**src/include/fmid_pkg.sv**
```systemverilog
// Package for the flash register map and identification bank.
// Assumes a 16-bit register data path and byte addresses on each bus.
package fmid_pkg;

  // ****************************************
  // Bus address widths
  // ****************************************
  localparam int MEM_AW = 20;
  localparam int PER_AW = 16;

  // ****************************************
  // Internal memory bus register offsets
  // ****************************************
  localparam logic [19:0] OFF_FLASH_CONTROL_0_LOW      = 20'h80000;
  localparam logic [19:0] OFF_FLASH_CONTROL_0_HIGH     = 20'h80002;
  localparam logic [19:0] OFF_FLASH_CONTROL_1_LOW      = 20'h80004;
  localparam logic [19:0] OFF_FLASH_CONTROL_1_HIGH     = 20'h80006;
  localparam logic [19:0] OFF_FLASH_DATA_0_LOW         = 20'h80008;
  localparam logic [19:0] OFF_FLASH_DATA_0_HIGH        = 20'h8000a;
  localparam logic [19:0] OFF_FLASH_DATA_1_LOW         = 20'h8000c;
  localparam logic [19:0] OFF_FLASH_DATA_1_HIGH        = 20'h8000e;
  localparam logic [19:0] OFF_FLASH_ADDRESS_LOW        = 20'h80010;
  localparam logic [19:0] OFF_FLASH_ADDRESS_HIGH       = 20'h80012;
  localparam logic [19:0] OFF_FLASH_ERROR              = 20'h80014;
  localparam logic [19:0] OFF_NV_WRITE_PROTECT_I       = 20'h8dfb0;
  localparam logic [19:0] OFF_NV_ACCESS_PROTECT_0      = 20'h8dfb8;
  localparam logic [19:0] OFF_NV_ACCESS_PROTECT_1_LOW  = 20'h8dfbc;
  localparam logic [19:0] OFF_NV_ACCESS_PROTECT_1_HIGH = 20'h8dfbe;

  // ****************************************
  // Peripheral bus and special-function offsets
  // ****************************************
  localparam logic [15:0] OFF_FLASH_TEMP_UNPROTECT_0   = 16'heb50;
  localparam logic [15:0] OFF_PROGRAMMING_VOLTAGE_ID   = 16'hf078;
  localparam logic [15:0] OFF_MEMORY_TYPE_SIZE_ID      = 16'hf07a;
  localparam logic [15:0] OFF_CHIP_REVISION_ID         = 16'hf07c;
  localparam logic [15:0] OFF_MANUFACTURER_ID          = 16'hf07e;

  // ****************************************
  // Reset values
  // ****************************************
  localparam logic [15:0] RST_ZERO          = 16'h0000;
  localparam logic [15:0] RST_ONES          = 16'hffff;
  localparam logic [15:0] RST_NV_ACCESS_0   = 16'hacff;

  // ****************************************
  // Identification field layout and values
  // ****************************************
  localparam int          CHIP_CODE_LSB     = 4;
  localparam int          MEM_TYPE_LSB      = 12;
  localparam int          MEM_BUSY_HI       = 15;
  localparam int          MEM_BUSY_LO       = 14;
  localparam int          EXT_PROG_LSB      = 8;
  localparam logic [3:0]  MEM_TYPE_NONE     = 4'h0;
  localparam logic [3:0]  MEM_TYPE_ROM      = 4'h1;
  localparam logic [3:0]  MEM_TYPE_STD      = 4'h2;
  localparam logic [3:0]  MEM_TYPE_HIGH     = 4'h3;
  localparam logic [11:0] MEM_SIZE_256K     = 12'h040;
  localparam logic [7:0]  PROG_SUPPLY_5V    = 8'h40;
  localparam logic [7:0]  EXT_PROG_NONE     = 8'h00;
  localparam logic [1:0]  MEM_BUSY_MARK     = 2'b11;
  localparam logic [15:0] MEM_ID_BUSY_VALUE = 16'hf040;
  // Edges after reset release until the strap synchroniser holds the pin
  localparam int          STRAP_SETTLE_CYCLES = 2;

  // Flash index for the internal memory bus register file
  typedef enum logic [3:0] {
    FMID_FC0L, FMID_FC0H, FMID_FC1L, FMID_FC1H,
    FMID_FD0L, FMID_FD0H, FMID_FD1L, FMID_FD1H,
    FMID_FAL, FMID_FAH, FMID_FER, FMID_NWPI,
    FMID_NAP0, FMID_NAP1L, FMID_NAP1H, FMID_NONE
  } fmid_reg_t;

  localparam int NUM_MEM_REGS = 15;

endpackage : fmid_pkg

```
**src/fmid_regs.sv**
```systemverilog
// Flash control register map plus the identification bank.
// Assumes single-cycle whole-word strobes on each bus, all on clk_sys.
`timescale 1ns/100ps

module fmid_regs
  import fmid_pkg::*;
#(
  parameter int          INIT_CYCLES = 64,
  parameter logic [7:0]  MAKER_CODE  = 8'h5a,   // Arbitrary neutral value
  parameter logic [11:0] CHIP_CODE   = 12'h5a5  // Arbitrary neutral value
) (
  input  wire logic              clk_sys,
  input  wire logic              nrst,
  input  wire logic              boot_source_select_pin,
  input  wire logic [3:0]        revision,
  input  wire logic              mem_rd,
  input  wire logic              mem_wr,
  input  wire logic [MEM_AW-1:0] mem_addr,
  input  wire logic [1:0]        mem_be,
  input  wire logic [15:0]       mem_wdata,
  output logic      [15:0]       mem_rdata,
  output logic                   mem_err,
  input  wire logic              per_rd,
  input  wire logic              per_wr,
  input  wire logic [PER_AW-1:0] per_addr,
  input  wire logic [1:0]        per_be,
  input  wire logic [15:0]       per_wdata,
  output logic      [15:0]       per_rdata,
  output logic                   per_err,
  input  wire logic              sfr_rd,
  input  wire logic [15:0]       sfr_addr,
  output logic      [15:0]       sfr_rdata,
  output logic                   sfr_err,
  output logic                   flash_init_done,
  output logic      [15:0]       flash_temp_unprotect_0
);

  // ****************************************
  // Helpers
  // ****************************************
  // Map a memory bus address onto a register index
  function automatic fmid_reg_t fmid_decode(input logic [MEM_AW-1:0] a);
    case (a)
      OFF_FLASH_CONTROL_0_LOW:      fmid_decode = FMID_FC0L;
      OFF_FLASH_CONTROL_0_HIGH:     fmid_decode = FMID_FC0H;
      OFF_FLASH_CONTROL_1_LOW:      fmid_decode = FMID_FC1L;
      OFF_FLASH_CONTROL_1_HIGH:     fmid_decode = FMID_FC1H;
      OFF_FLASH_DATA_0_LOW:         fmid_decode = FMID_FD0L;
      OFF_FLASH_DATA_0_HIGH:        fmid_decode = FMID_FD0H;
      OFF_FLASH_DATA_1_LOW:         fmid_decode = FMID_FD1L;
      OFF_FLASH_DATA_1_HIGH:        fmid_decode = FMID_FD1H;
      OFF_FLASH_ADDRESS_LOW:        fmid_decode = FMID_FAL;
      OFF_FLASH_ADDRESS_HIGH:       fmid_decode = FMID_FAH;
      OFF_FLASH_ERROR:              fmid_decode = FMID_FER;
      OFF_NV_WRITE_PROTECT_I:       fmid_decode = FMID_NWPI;
      OFF_NV_ACCESS_PROTECT_0:      fmid_decode = FMID_NAP0;
      OFF_NV_ACCESS_PROTECT_1_LOW:  fmid_decode = FMID_NAP1L;
      OFF_NV_ACCESS_PROTECT_1_HIGH: fmid_decode = FMID_NAP1H;
      default:                      fmid_decode = FMID_NONE;
    endcase
  endfunction : fmid_decode

  // Reset value of each memory bus register
  function automatic logic [15:0] fmid_reset(input int i);
    case (i)
      FMID_FD0L, FMID_FD0H, FMID_FD1L, FMID_FD1H: fmid_reset = RST_ONES;
      FMID_NWPI, FMID_NAP1L, FMID_NAP1H:          fmid_reset = RST_ONES;
      FMID_NAP0:                                  fmid_reset = RST_NV_ACCESS_0;
      default:                                    fmid_reset = RST_ZERO;
    endcase
  endfunction : fmid_reset

  // ****************************************
  // Flash initialization tracking
  // ****************************************
  typedef enum logic [1:0] {FMID_ST_STRAP, FMID_ST_INIT, FMID_ST_DONE} fmid_state_t;

  fmid_state_t              state;
  logic [15:0]              init_cnt;
  logic                     boot_s1;
  logic                     boot_s2;

  // Strap synchroniser
  always_ff @(posedge clk_sys or negedge nrst) begin
    if (!nrst) begin
      boot_s1 <= 1'b0;
      boot_s2 <= 1'b0;
    end else begin
      boot_s1 <= boot_source_select_pin;
      boot_s2 <= boot_s1;
    end
  end

  // Strap caught after release; internal boot skips the init count and is done on the third edge
  always_ff @(posedge clk_sys or negedge nrst) begin
    if (!nrst) begin
      state    <= FMID_ST_STRAP;
      init_cnt <= 16'h0000;
    end else begin
      case (state)
        FMID_ST_STRAP: begin
          // Synchroniser is cleared by reset, so wait until it holds the pin
          if (init_cnt != 16'(STRAP_SETTLE_CYCLES)) begin
            init_cnt <= init_cnt + 16'h0001;
          end else if (boot_s2) begin
            state    <= FMID_ST_DONE;
            init_cnt <= 16'h0000;
          end else begin
            state    <= FMID_ST_INIT;
            init_cnt <= 16'h0000;
          end
        end
        FMID_ST_INIT: begin
          if (init_cnt == 16'(INIT_CYCLES - 1)) begin
            state <= FMID_ST_DONE;
          end else begin
            init_cnt <= init_cnt + 16'h0001;
          end
        end
        FMID_ST_DONE: state <= FMID_ST_DONE;
        default:      state <= FMID_ST_STRAP;
      endcase
    end
  end

  // Not done during the strap cycles either
  assign flash_init_done = (state == FMID_ST_DONE);

  // ****************************************
  // Memory bus register file
  // ****************************************
  logic [15:0] mem_reg [NUM_MEM_REGS];
  fmid_reg_t   mem_sel;
  logic        mem_full;

  assign mem_sel  = fmid_decode(mem_addr);
  assign mem_full = (mem_be == 2'b11);

  // One process per register
  generate
    for (genvar g = 0; g < NUM_MEM_REGS; g++) begin : g_mem
      always_ff @(posedge clk_sys or negedge nrst) begin
        if (!nrst) begin
          mem_reg[g] <= fmid_reset(g);
        end else if (mem_wr && mem_full && (mem_sel == fmid_reg_t'(g))) begin
          mem_reg[g] <= mem_wdata;
        end
      end
    end
  endgenerate

  // Registered read data and error answer
  always_ff @(posedge clk_sys or negedge nrst) begin
    if (!nrst) begin
      mem_rdata <= 16'h0000;
      mem_err   <= 1'b0;
    end else begin
      mem_err <= (mem_rd || mem_wr) && (!mem_full || mem_sel == FMID_NONE);
      if (mem_rd && mem_full && mem_sel != FMID_NONE) begin
        mem_rdata <= mem_reg[mem_sel];
      end else if (mem_rd) begin
        mem_rdata <= 16'h0000;
      end
    end
  end

  // ****************************************
  // Peripheral bus register
  // ****************************************
  logic per_hit;
  logic per_full;

  assign per_hit  = (per_addr == OFF_FLASH_TEMP_UNPROTECT_0);
  assign per_full = (per_be == 2'b11);

  // Temporary unprotect register
  always_ff @(posedge clk_sys or negedge nrst) begin
    if (!nrst) begin
      flash_temp_unprotect_0 <= RST_ZERO;
    end else if (per_wr && per_hit && per_full) begin
      flash_temp_unprotect_0 <= per_wdata;
    end
  end

  // Peripheral read data and error
  always_ff @(posedge clk_sys or negedge nrst) begin
    if (!nrst) begin
      per_rdata <= 16'h0000;
      per_err   <= 1'b0;
    end else begin
      per_err <= (per_rd || per_wr) && !(per_hit && per_full);
      if (per_rd) begin
        per_rdata <= (per_hit && per_full) ? flash_temp_unprotect_0 : 16'h0000;
      end
    end
  end

  // ****************************************
  // Identification bank
  // ****************************************
  logic id_hit;

  fmid_id_bank #(
    .MAKER_CODE (MAKER_CODE),
    .CHIP_CODE  (CHIP_CODE),
    .MEM_TYPE   (MEM_TYPE_HIGH),
    .MEM_SIZE   (MEM_SIZE_256K),
    .PROG_VDD   (PROG_SUPPLY_5V)
  ) u_id (
    .clk_sys    (clk_sys),
    .nrst       (nrst),
    .revision   (revision),
    .init_done  (flash_init_done),
    .rd_en      (sfr_rd),
    .addr       (sfr_addr),
    .rdata      (sfr_rdata),
    .hit        (id_hit)
  );

  // Unmapped identification reads flag an error
  always_ff @(posedge clk_sys or negedge nrst) begin
    if (!nrst) begin
      sfr_err <= 1'b0;
    end else begin
      sfr_err <= sfr_rd && !id_hit;
    end
  end

endmodule : fmid_regs

```
**src/fmid_id_bank.sv**
```systemverilog
// Read-only identification bank in extended special-function space.
// Assumes a same-clock init-done level and a registered read port.
`timescale 1ns/100ps

module fmid_id_bank
  import fmid_pkg::*;
#(
  parameter logic [7:0]  MAKER_CODE = 8'h5a,   // Arbitrary neutral value
  parameter logic [11:0] CHIP_CODE  = 12'h5a5, // Arbitrary neutral value
  parameter logic [3:0]  MEM_TYPE   = MEM_TYPE_HIGH,
  parameter logic [11:0] MEM_SIZE   = MEM_SIZE_256K,
  parameter logic [7:0]  PROG_VDD   = PROG_SUPPLY_5V
) (
  input  wire logic        clk_sys,
  input  wire logic        nrst,
  input  wire logic [3:0]  revision,
  input  wire logic        init_done,
  input  wire logic        rd_en,
  input  wire logic [15:0] addr,
  output logic      [15:0] rdata,
  output logic             hit
);

  logic [15:0] next_rdata;

  // ****************************************
  // Read decode
  // ****************************************
  // Writes are never decoded here, so no bus write can change a field
  always_comb begin
    hit        = 1'b1;
    next_rdata = 16'h0000;
    case (addr)
      OFF_MANUFACTURER_ID:        next_rdata = {MAKER_CODE, 8'h03};
      OFF_CHIP_REVISION_ID:       next_rdata = {CHIP_CODE, revision};
      OFF_MEMORY_TYPE_SIZE_ID: begin
        if (init_done) begin
          next_rdata = {MEM_TYPE, MEM_SIZE};
        end else begin
          next_rdata = MEM_ID_BUSY_VALUE;
        end
      end
      OFF_PROGRAMMING_VOLTAGE_ID: next_rdata = {EXT_PROG_NONE, PROG_VDD};
      default:                    hit = 1'b0;
    endcase
  end

  // Registered read data
  always_ff @(posedge clk_sys or negedge nrst) begin
    if (!nrst) begin
      rdata <= 16'h0000;
    end else if (rd_en && hit) begin
      rdata <= next_rdata;
    end
  end

endmodule : fmid_id_bank

```
**config.mk**
```make
export PLATFORM = sky130hd
export DESIGN_NAME = fmid_regs
export DESIGN_NICKNAME = d
export VERILOG_FILES = /design/src/include/fmid_pkg.sv /design/src/fmid_regs.sv /design/src/fmid_id_bank.sv
export SDC_FILE = /design/constraint.sdc
export NUM_CORES = 1
export LEC_CHECK = 0
export ABC_CLOCK_PERIOD_IN_PS = 2540
export CORE_ASPECT_RATIO = 1.75
export CORE_MARGIN = 1
export CORE_UTILIZATION = 42
export DETAILED_ROUTE_END_ITERATION = 8
export DONT_BUFFER_PORTS = 1
export GPL_ROUTABILITY_DRIVEN = 0
export PLACE_DENSITY = 0.68
export SYNTH_ARGS = -nofsm -noshare
export SYNTH_HDL_FRONTEND = slang
export SYNTH_SLANG_ARGS = --single-unit
```
**constraint.sdc**
```tcl
create_clock -name clk_sys -period 2.54 [get_ports clk_sys]
set_input_delay 0.254 -clock clk_sys [delete_from_list [all_inputs] [get_ports clk_sys]]
set_output_delay 0.254 -clock clk_sys [all_outputs]
set_load 0.005 [all_outputs]
```
==> results.toml, run 1 <==
[outcome]
status = "finished, violations left"
violations = "negative hold slack"

[clock_tree]
clkTransAtPathRegs_ns = 0.07
cts_inserted_buffers = 34
cts_hold_buf = 53
cts_setup_buffers = 0
cts_tree = "yes"
insertion_delay_ns = 0.54
htree_levels = 2
ctsRootBufferMaster = "clkbuf_16"
cts_buffer_depth = 3
cts.sinks = 322

[drt]
drt_iter0_drc = 713
vias = 11400
vias_per_cell = 5.81
ant_nets = 0
drt-total-wl_um = 44900
drc = 0
dr.pass1.iters = 5
wire_per_inst_um = 23.0

[floorplan]
die_height_um = 254
core.rowCount = 92
fp.dieW_um = 146
ios = 168
dieArea_sq_mm = 0.0372
start_util = 0.426
core_sq_mm = 0.0359

[logic_synthesis]
synthSimpleGateAreaFrac = 0.105
synth_xor_area_frac = 0.00859
syn_area_per_cell_sq_um = 11.8
synth_area_sq_mm = 0.0153
synth_top_family_by_area = "multiplexers"
synth_cell_type_count = 77
synthAdderAreaFrac = 0.00491
ys_warn_count = 0
ys.flop_type = "dfrtp_1"
yosysSeqAreaShare = 0.537
yosys-mux-area-fraction = 0.205
synth_edf_count = 0
syn-instance-count = 1299
ys_seq_elements = 322
synth_compound_area_frac = 0.102
async_reset_ff_frac = 1.00

[global_route]
grt_pass1_wl_um = 68700
antenna_found_initial = 1
grtUsageTotal = 0.243
grt_max_degree = 323
grt_pass1_vias = 12000
grt_overflow = 0

[worst_setup_path]
cp_top_family = "simple AND/OR/NAND/NOR gates"
startpoint_type = "input pin"
crit_chain = "or4_4, or4_4, buf_4, nor3_2, buf_4, nand3_1, buf_4, buf_4, o221ai_1, a311oi_1, a22o_1"
cp.required_ns = 2.97
arrival_ns = 2.90
endpoint_kind = "flip-flop"
crit_buf_inv = 4
crit_cells = 11
ff2ff_setup_slack_ns = 0.31
reg2regPathDepth = 8
path_class = "input pin to flip-flop"
path_max_fanout = 7
crit_top_cell = "buf_4"
cp_slowest_stage_delay_ns = 0.52
cpMaxStageDelayCell = "or4_4"

[timing]
slew_violations = 0
hold_ws_ns = -0.585
fin_skew_ns = 0.0154
worst_slew_pin_slew_ns = 0.999
period_share = 0.973
setup_tns_ns = 0
fmax_ghz = 0.404
rsz0062_at_grt = "false"
max-slew-margin-rel = 0.332
setup-violations-final = 0
finalCriticalPeriod_ns = 2.47
hold_violations = 263

[final_layout]
instances_no_fill = 1953
layout-drive-gt1-share = 0.423
diodes = 0
area_growth_pct = 24.7
nets = 1563
layout_common_cells = "mux2_2, dfrtp_1, buf_4"
largest_register_ffs = 240
final_common_cell = "mux2_2"

[pwr]
p_leak_nw = 8.55
powerDensity_mw_per_mm2 = 603
total_power_mw = 11.5
irDropWorstVdd_uv = 544

[flow_run]
cap_viol_max_count = 0

[hold_path]
min_path_type = "input pin to async pin"

[placement]
place_inst = 1838
place_hpwl_um = 30000
port_buffers = 0
-- synthesized netlist by cell type (12+ instances only) --
master	number	area share
mux2_2	212	0.16
nand3_1	53	0.017
dfrtp_1	198	0.32
inv_1	35	0.0086
o31ai_1	14	0.0069
nand2_1	128	0.031
dfstp_2	124	0.21
o21ai_0	66	0.022
mux2_1	50	0.037
o211ai_1	13	0.0064
clkbuf_1	50	0.012
mux2i_1	19	0.012
a21oi_1	31	0.010
nor3_1	14	0.0046
nor2_1	34	0.0083
buf_2	21	0.0069
nor4_1	12	0.0049
a31oi_1	22	0.0090
-- per-stage QoR --
stage	util	setup slack (ns)	area (sq um)
after floorplan	-	-0.297	15600
final	0.531	0.0678	19100
after detailed placement	0.480	-0.670	17200
after CTS	0.531	0.0202	19100
after global placement	0.480	-0.676	17200
after global routing	0.531	0.00312	19100
-- layer usage --
layer  global-route usage  part of all wire
met2                0.443              0.52
met5                    0           0.00029
met1                0.258              0.36
met3               0.0363             0.048
met4                0.163             0.069
-- final timing paths --
| kind | endpoint | startpoint |
|---|---|---|
| max in group asynchronous | flash_temp_unprotect_0[9]$_DFFE_PN0P_ | nrst |
| worst min register to register | boot_s2$_DFF_PN0_ | boot_s1$_DFF_PN0_ |
| min in group clk_sys | mem_rdata[8]$_DFFE_PN0P_ | mem_rd |
| worst max-delay path | mem_rdata[9]$_DFFE_PN0P_ | mem_addr[6] |
| worst min-delay path | u_id.rdata[6]$_DFFE_PN0P_ | nrst |
| worst max register to register | init_cnt[7]$_DFFE_PN0P_ | init_cnt[9]$_DFFE_PN0P_ |
-- worst reg2reg max path, stage by stage (launching register included) --
cell and delay (ns):
dfrtp_1 0.42, nor4_1 0.29, nand3_1 0.18, o21ai_0 0.37
nand2_1 0.15, and4_1 0.28, and2_1 0.23, nand2_1 0.11
xnor2_1 0.12
-- logic make-up (layout without fill, tap and decap cells) --
kind of cell    count (synthesis)  in the layout
flops                         322            322
mux                           281            281
fa+ha+maj                       6              6
other cells                     1              4
buf+inv                       126            307
xor+xnor                       15             15
compound gates                232            232
simple gates                  316            316
-- report_power, final --
| group | switching, mW | internal [mW] | total, mW |
|---|---|---|---|
| clock | 2.17 | 3.54 | 5.71 |
| sequential | 0.0754 | 5.21 | 5.29 |
| combinational | 0.303 | 0.204 | 0.507 |
-- area by class of cell --
cell class / instances / area, sq um
clock buffers: 43 / 966
clock inverters: 19 / 328
fillers: 3058 / 16800
inverters: 35 / 131
multi-input cells: 854 / 6830
flip-flops and latches: 322 / 8210
well taps: 470 / 588
repair buffers: 210 / 2020
-- what timing repair did --
item / 4_1_cts / 5_1_grt
resized for setup: 2 / 3
setup endpoints to repair: 2 / 2
gates cloned: 0 / 0
hold endpoints to repair: 610 / 322
No activity file was read; power rests on OpenSTA's default activity.
==> run 2, diff against run 1 <==
--- a/config.mk
+++ b/config.mk
@@ -12,6 +12,7 @@
 export DETAILED_ROUTE_END_ITERATION = 8
 export DONT_BUFFER_PORTS = 1
 export GPL_ROUTABILITY_DRIVEN = 0
+export HOLD_SLACK_MARGIN = 0.12
 export PLACE_DENSITY = 0.68
 export SYNTH_ARGS = -nofsm -noshare
 export SYNTH_HDL_FRONTEND = slang
==> results.toml, run 2 (synthesis gave the netlist of run 1 again) <==
[worst_setup_path]
startpoint_type = "input pin"
crit_buf_inv = 4
cp_slowest_stage_delay_ns = 0.52
arrival_ns = 2.88
cpMaxStageDelayCell = "or4_4"
ff2ff_setup_slack_ns = 0.31
crit_chain = "or4_4, or4_4, buf_4, nor3_2, buf_4, nand3_1, buf_4, buf_4, o221ai_1, a311oi_1, a22o_1"
crit_cells = 11
crit_path_end = "mem_rdata[9]$_DFFE_PN0P_"
endpoint_kind = "flip-flop"
crit_start = "mem_addr[6]"
cp_top_family = "simple AND/OR/NAND/NOR gates"
path_class = "input pin to flip-flop"
path_max_fanout = 7
reg2regPathDepth = 8
crit_top_cell = "buf_4"
cp.required_ns = 2.97
rr_startpoint = "init_cnt[9]$_DFFE_PN0P_"
rr_endpoint = "init_cnt[7]$_DFFE_PN0P_"

[clock_tree]
cts_tree = "yes"
insertion_delay_ns = 0.54
cts_inserted_buffers = 34
cts_hold_buf = 59
cts_setup_buffers = 0
ctsRootBufferMaster = "clkbuf_16"
htree_levels = 2
cts.sinks = 322
cts_buffer_depth = 3
clkTransAtPathRegs_ns = 0.06

[drt]
dr.pass1.iters = 6
wire_per_inst_um = 23.0
vias_per_cell = 5.80
drt-total-wl_um = 45100
ant_nets = 0
drt_iter0_drc = 727
drc = 0
vias = 11400

[global_route]
grt_pass1_wl_um = 69300
antenna_found_initial = 1
grtUsageTotal = 0.245
grt_max_degree = 323
grt_pass1_vias = 12000
grt_overflow = 0

[timing]
period_share = 0.965
fmax_ghz = 0.408
finalCriticalPeriod_ns = 2.45
worst_slew_pin_slew_ns = 0.999
setup-violations-final = 0
slew_violations = 0
hold_ws_ns = -0.587
fin_skew_ns = 0.0172
max-slew-margin-rel = 0.332
rsz0062_at_grt = "false"
hold_violations = 300

[floorplan]
dieArea_sq_mm = 0.0372
core.rowCount = 92
core_sq_mm = 0.0359
die_height_um = 254
fp.dieW_um = 146
ios = 168
start_util = 0.426

[final_layout]
largest_register_ffs = 240
layout-drive-gt1-share = 0.422
postLayoutCoreUtil = 0.533
area_growth_pct = 25.1
final_common_cell = "mux2_2"
layout_common_cells = "mux2_2, dfrtp_1, buf_4"
nets = 1569
final_cell_area_sq_mm = 0.0191
diodes = 0

[flow_run]
cap_viol_max_count = 0

[placement]
port_buffers = 0
place_area_sq_mm = 0.0172
place_hpwl_um = 30000

[outcome]
status = "finished, violations left"
violations = "negative hold slack"

[hold_path]
min_path_type = "input pin to async pin"

[pwr]
irDropWorstVdd_uv = 544
powerDensity_mw_per_mm2 = 602
p_leak_nw = 8.57
total_power_mw = 11.5
run 2: cell type report:
| cell class | instances | area [sq um] |
|---|---|---|
| flip-flops and latches | 322 | 8210 |
| well taps | 470 | 588 |
| repair buffers | 216 | 2080 |
| clock inverters | 19 | 328 |
| fillers | 3050 | 16800 |
| clock buffers | 43 | 966 |
| inverters | 35 | 131 |
| multi-input cells | 854 | 6830 |
run 2: worst min-delay path by stage:
stage          startpoint                         to  slack (ns)  cells past startpoint
2_1_floorplan        nrst          boot_s1$_DFF_PN0_       -0.04                      0
3_3_place_gp         nrst          boot_s1$_DFF_PN0_       -0.04                      0
3_5_place_dp         nrst          boot_s1$_DFF_PN0_       -0.04                      0
4_1_cts              nrst    init_cnt[2]$_DFFE_PN0P_       -0.61                      0
5_1_grt              nrst  u_id.rdata[6]$_DFFE_PN0P_       -0.61                      0
6_report             nrst  u_id.rdata[6]$_DFFE_PN0P_       -0.59                      0
run 2: power breakdown:
part           switching, mW  total [mW]  internal (mW)
clock                   2.17        5.72           3.54
sequential            0.0759        5.29           5.21
combinational          0.313       0.523          0.210
run 2: per-layer routing:
layer / vias up / track usage / wire length (um) / part of all wire
met2: 408 / 0.445 / 23400 / 0.52
met4: 2 / 0.175 / 3300 / 0.073
met3: 158 / 0.0376 / 2090 / 0.046
li1: 5033 / - / - / -
met5: - / 0 / 17 / 0.00038
met1: 5755 / 0.258 / 16400 / 0.36
run 2: what timing repair did:
| action | CTS | global route |
|---|---|---|
| hold endpoints to repair | 620 | 322 |
| setup endpoints to repair | 2 | 2 |
| resized for setup | 2 | 3 |
| pin swaps | 0 | 0 |
run 2: metrics by stage:
stage	cells	setup WS, ns	setup TNS [ns]
global placement	1838	-0.676	-71.66
CTS	1959	0.0202	0
detailed placement	1838	-0.670	-76.87
finish	1959	0.0889	0
floorplan	1302	-0.297	-25.67
global route	1959	0.00167	0
==> run 3, diff against run 2 <==
--- a/config.mk
+++ b/config.mk
@@ -14,6 +14,8 @@
 export GPL_ROUTABILITY_DRIVEN = 0
 export HOLD_SLACK_MARGIN = 0.12
 export PLACE_DENSITY = 0.68
+export RECOVER_POWER = 25
 export SYNTH_ARGS = -nofsm -noshare
 export SYNTH_HDL_FRONTEND = slang
+export SYNTH_HIERARCHICAL = 1
 export SYNTH_SLANG_ARGS = --single-unit
==> results.toml, run 3 <==
[worst_setup_path]
rr_startpoint = "init_cnt[10]$_DFFE_PN0P_"
crit_start = "mem_addr[14]"
ff2ff_setup_slack_ns = 0.35
endpoint_kind = "flip-flop"
startpoint_type = "input pin"
rr_endpoint = "init_cnt[14]$_DFFE_PN0P_"
path_class = "input pin to flip-flop"
crit_path_end = "mem_rdata[8]$_DFFE_PN0P_"
cp.required_ns = 3.05
reg2regPathDepth = 8
path_max_fanout = 7
arrival_ns = 2.74

[placement]
place_inst = 1809
place_hpwl_um = 29900
port_buffers = 0

[global_route]
grt_overflow = 0
antenna_found_initial = 1
grt_max_degree = 323
grtUsageTotal = 0.235
grt_pass1_wl_um = 68500
grt_pass1_vias = 12000

[final_layout]
instances_no_fill = 1928
diodes = 0
final_common_cell = "mux2_2"
nFillCells = 3107
largest_register_ffs = 240
area_growth_pct = 21.3
layout-drive-gt1-share = 0.411
nets = 1536
layout_common_cells = "mux2_2, dfrtp_1, dfstp_2"

[timing]
hold_violations = 220
setup-violations-final = 0
period_share = 0.880
finalCriticalPeriod_ns = 2.23
worst_slew_pin_slew_ns = 1.19
rsz0062_at_grt = "false"
fmax_ghz = 0.448
slew_violations = 0
hold_ws_ns = -0.612
max-slew-margin-rel = 0.206
fin_skew_ns = 0.0281

[logic_synthesis]
yosysSeqAreaShare = 0.528
synth_largest_area_cell = "dfrtp_1"
yosysMostFrequentCell = "mux2_2"
syn-instance-count = 1275
ys_warn_count = 6
synth_area_sq_mm = 0.0156
synth_top_cell_area_share = 0.318
ys_top_cells_by_count = "mux2_2, dfrtp_1, dfstp_2"
synth_area_leaders = "dfrtp_1, dfstp_2, mux2_2, mux2i_1, o22ai_1"
synth_edf_count = 0
syn_area_per_cell_sq_um = 12.2
ys.flop_type = "dfrtp_1"
synth_cell_type_count = 86
ys_seq_elements = 322
async_reset_ff_frac = 1.00

[clock_tree]
cts_setup_buffers = 0
ctsResizeCount = 0
ctsRootBufferMaster = "clkbuf_16"
insertion_delay_ns = 0.60
cts_inserted_buffers = 30
cts_hold_buf = 64
htree_levels = 1
cts_buffer_depth = 3
cts.sinks = 322
clkTransAtPathRegs_ns = 0.07
cts_tree = "yes"

[drt]
vias = 11200
drc = 0
ant_nets = 0
drt-total-wl_um = 44000
drt_iter0_drc = 592
dr.pass1.iters = 5
wire_per_inst_um = 22.8
vias_per_cell = 5.80

[outcome]
violations = "negative hold slack"
status = "finished, violations left"

[floorplan]
die_height_um = 257
core_sq_mm = 0.0367
fp.dieW_um = 148
ios = 168
start_util = 0.425
dieArea_sq_mm = 0.0379
core.rowCount = 93

[hold_path]
min_path_type = "input pin to async pin"

[pwr]
irDropWorstVdd_uv = 479
powerDensity_mw_per_mm2 = 558
p_leak_nw = 8.21

[flow_run]
cap_viol_max_count = 0
==> run 3: cell count changes after synthesis, moves of 14 or more <==
cell | previous run | this run
o22ai_1 | 9 | 45
nor2_1 | 34 | 69
mux2i_1 | 19 | 50
nand3_1 | 53 | 39
clkbuf_1 | 50 | 33
mux2_2 | 212 | 245
mux2_1 | 50 | 18
o21ai_0 | 66 | 39
a31oi_1 | 22 | 3
nand2_1 | 128 | 57
==> run 3: final cells by class <==
type | instances | area [sq um] | share of cell area
multi-input combinational | 829 | 6800 | 0.360
tap | 475 | 594 | 0.0315
clock inverter | 7 | 114 | 0.00603
timing repair buffer | 205 | 2100 | 0.111
sequential | 322 | 8210 | 0.435
clock buffer | 48 | 908 | 0.0481
inverter | 42 | 158 | 0.00835
==> run 3: kinds of logic after synthesis <==
family          share of synthesized area
compound gates                     0.0972
xor+xnor                          0.00619
fa+ha+maj                         0.00482
buf+inv                            0.0399
flops                               0.528
mux                                 0.227
other cells                      0.000241
simple gates                       0.0969
==> run 3: report_power, final <==
part	switching (mW)	internal [mW]
sequential	0.0731	5.21
clock	2.00	2.65
combinational	0.346	0.262
total	2.42	8.12
==> run 3: how the worst min path moves through the flow <==
stage | end | from | slack [ns] | cells past startpoint
6_report | mem_reg[199]$_DFFE_PN0P_ | nrst | -0.61 | 0
5_1_grt | mem_reg[215]$_DFFE_PN0P_ | nrst | -0.64 | 0
4_1_cts | flash_temp_unprotect_0[13]$_DFFE_PN0P_ | nrst | -0.67 | 0
3_5_place_dp | per_rdata[8]$_DFFE_PN0P_ | nrst | -0.03 | 0
3_3_place_gp | mem_reg[213]$_DFFE_PN0P_ | nrst | -0.03 | 0
2_1_floorplan | boot_s1$_DFF_PN0_ | nrst | -0.04 | 0
==> run 3: metrics by stage <==
stage	power, mW	util	instance area, sq um	setup TNS (ns)	setup WS [ns]
after global placement	5.80	0.470	17200	-12.10	-0.213
after floorplan	5.73	-	15600	0	0.00595
after global routing	10.9	0.515	18900	0	0.184
final	10.5	0.515	18900	0	0.306
after detailed placement	5.82	0.470	17200	-15.66	-0.239
after CTS	10.6	0.515	18900	0	0.315
==> run 3: critical path, cell delays in order <==
cell and delay [ns]:
nand2_1 0.09, or4_1 0.67, o31ai_2 0.28, o32a_1 0.57
nor3_1 0.08, or3_1 0.37, a221o_1 0.31, o22ai_1 0.12
==> run 3: metal layers <==
layer  global-route usage  wire, um  up-vias
met1                0.249     15600     5652
met2                0.431     23300      420
li1                     -         -     4976
met4                0.138      2690        2
met5                    0        12        -
met3               0.0374      2340      136
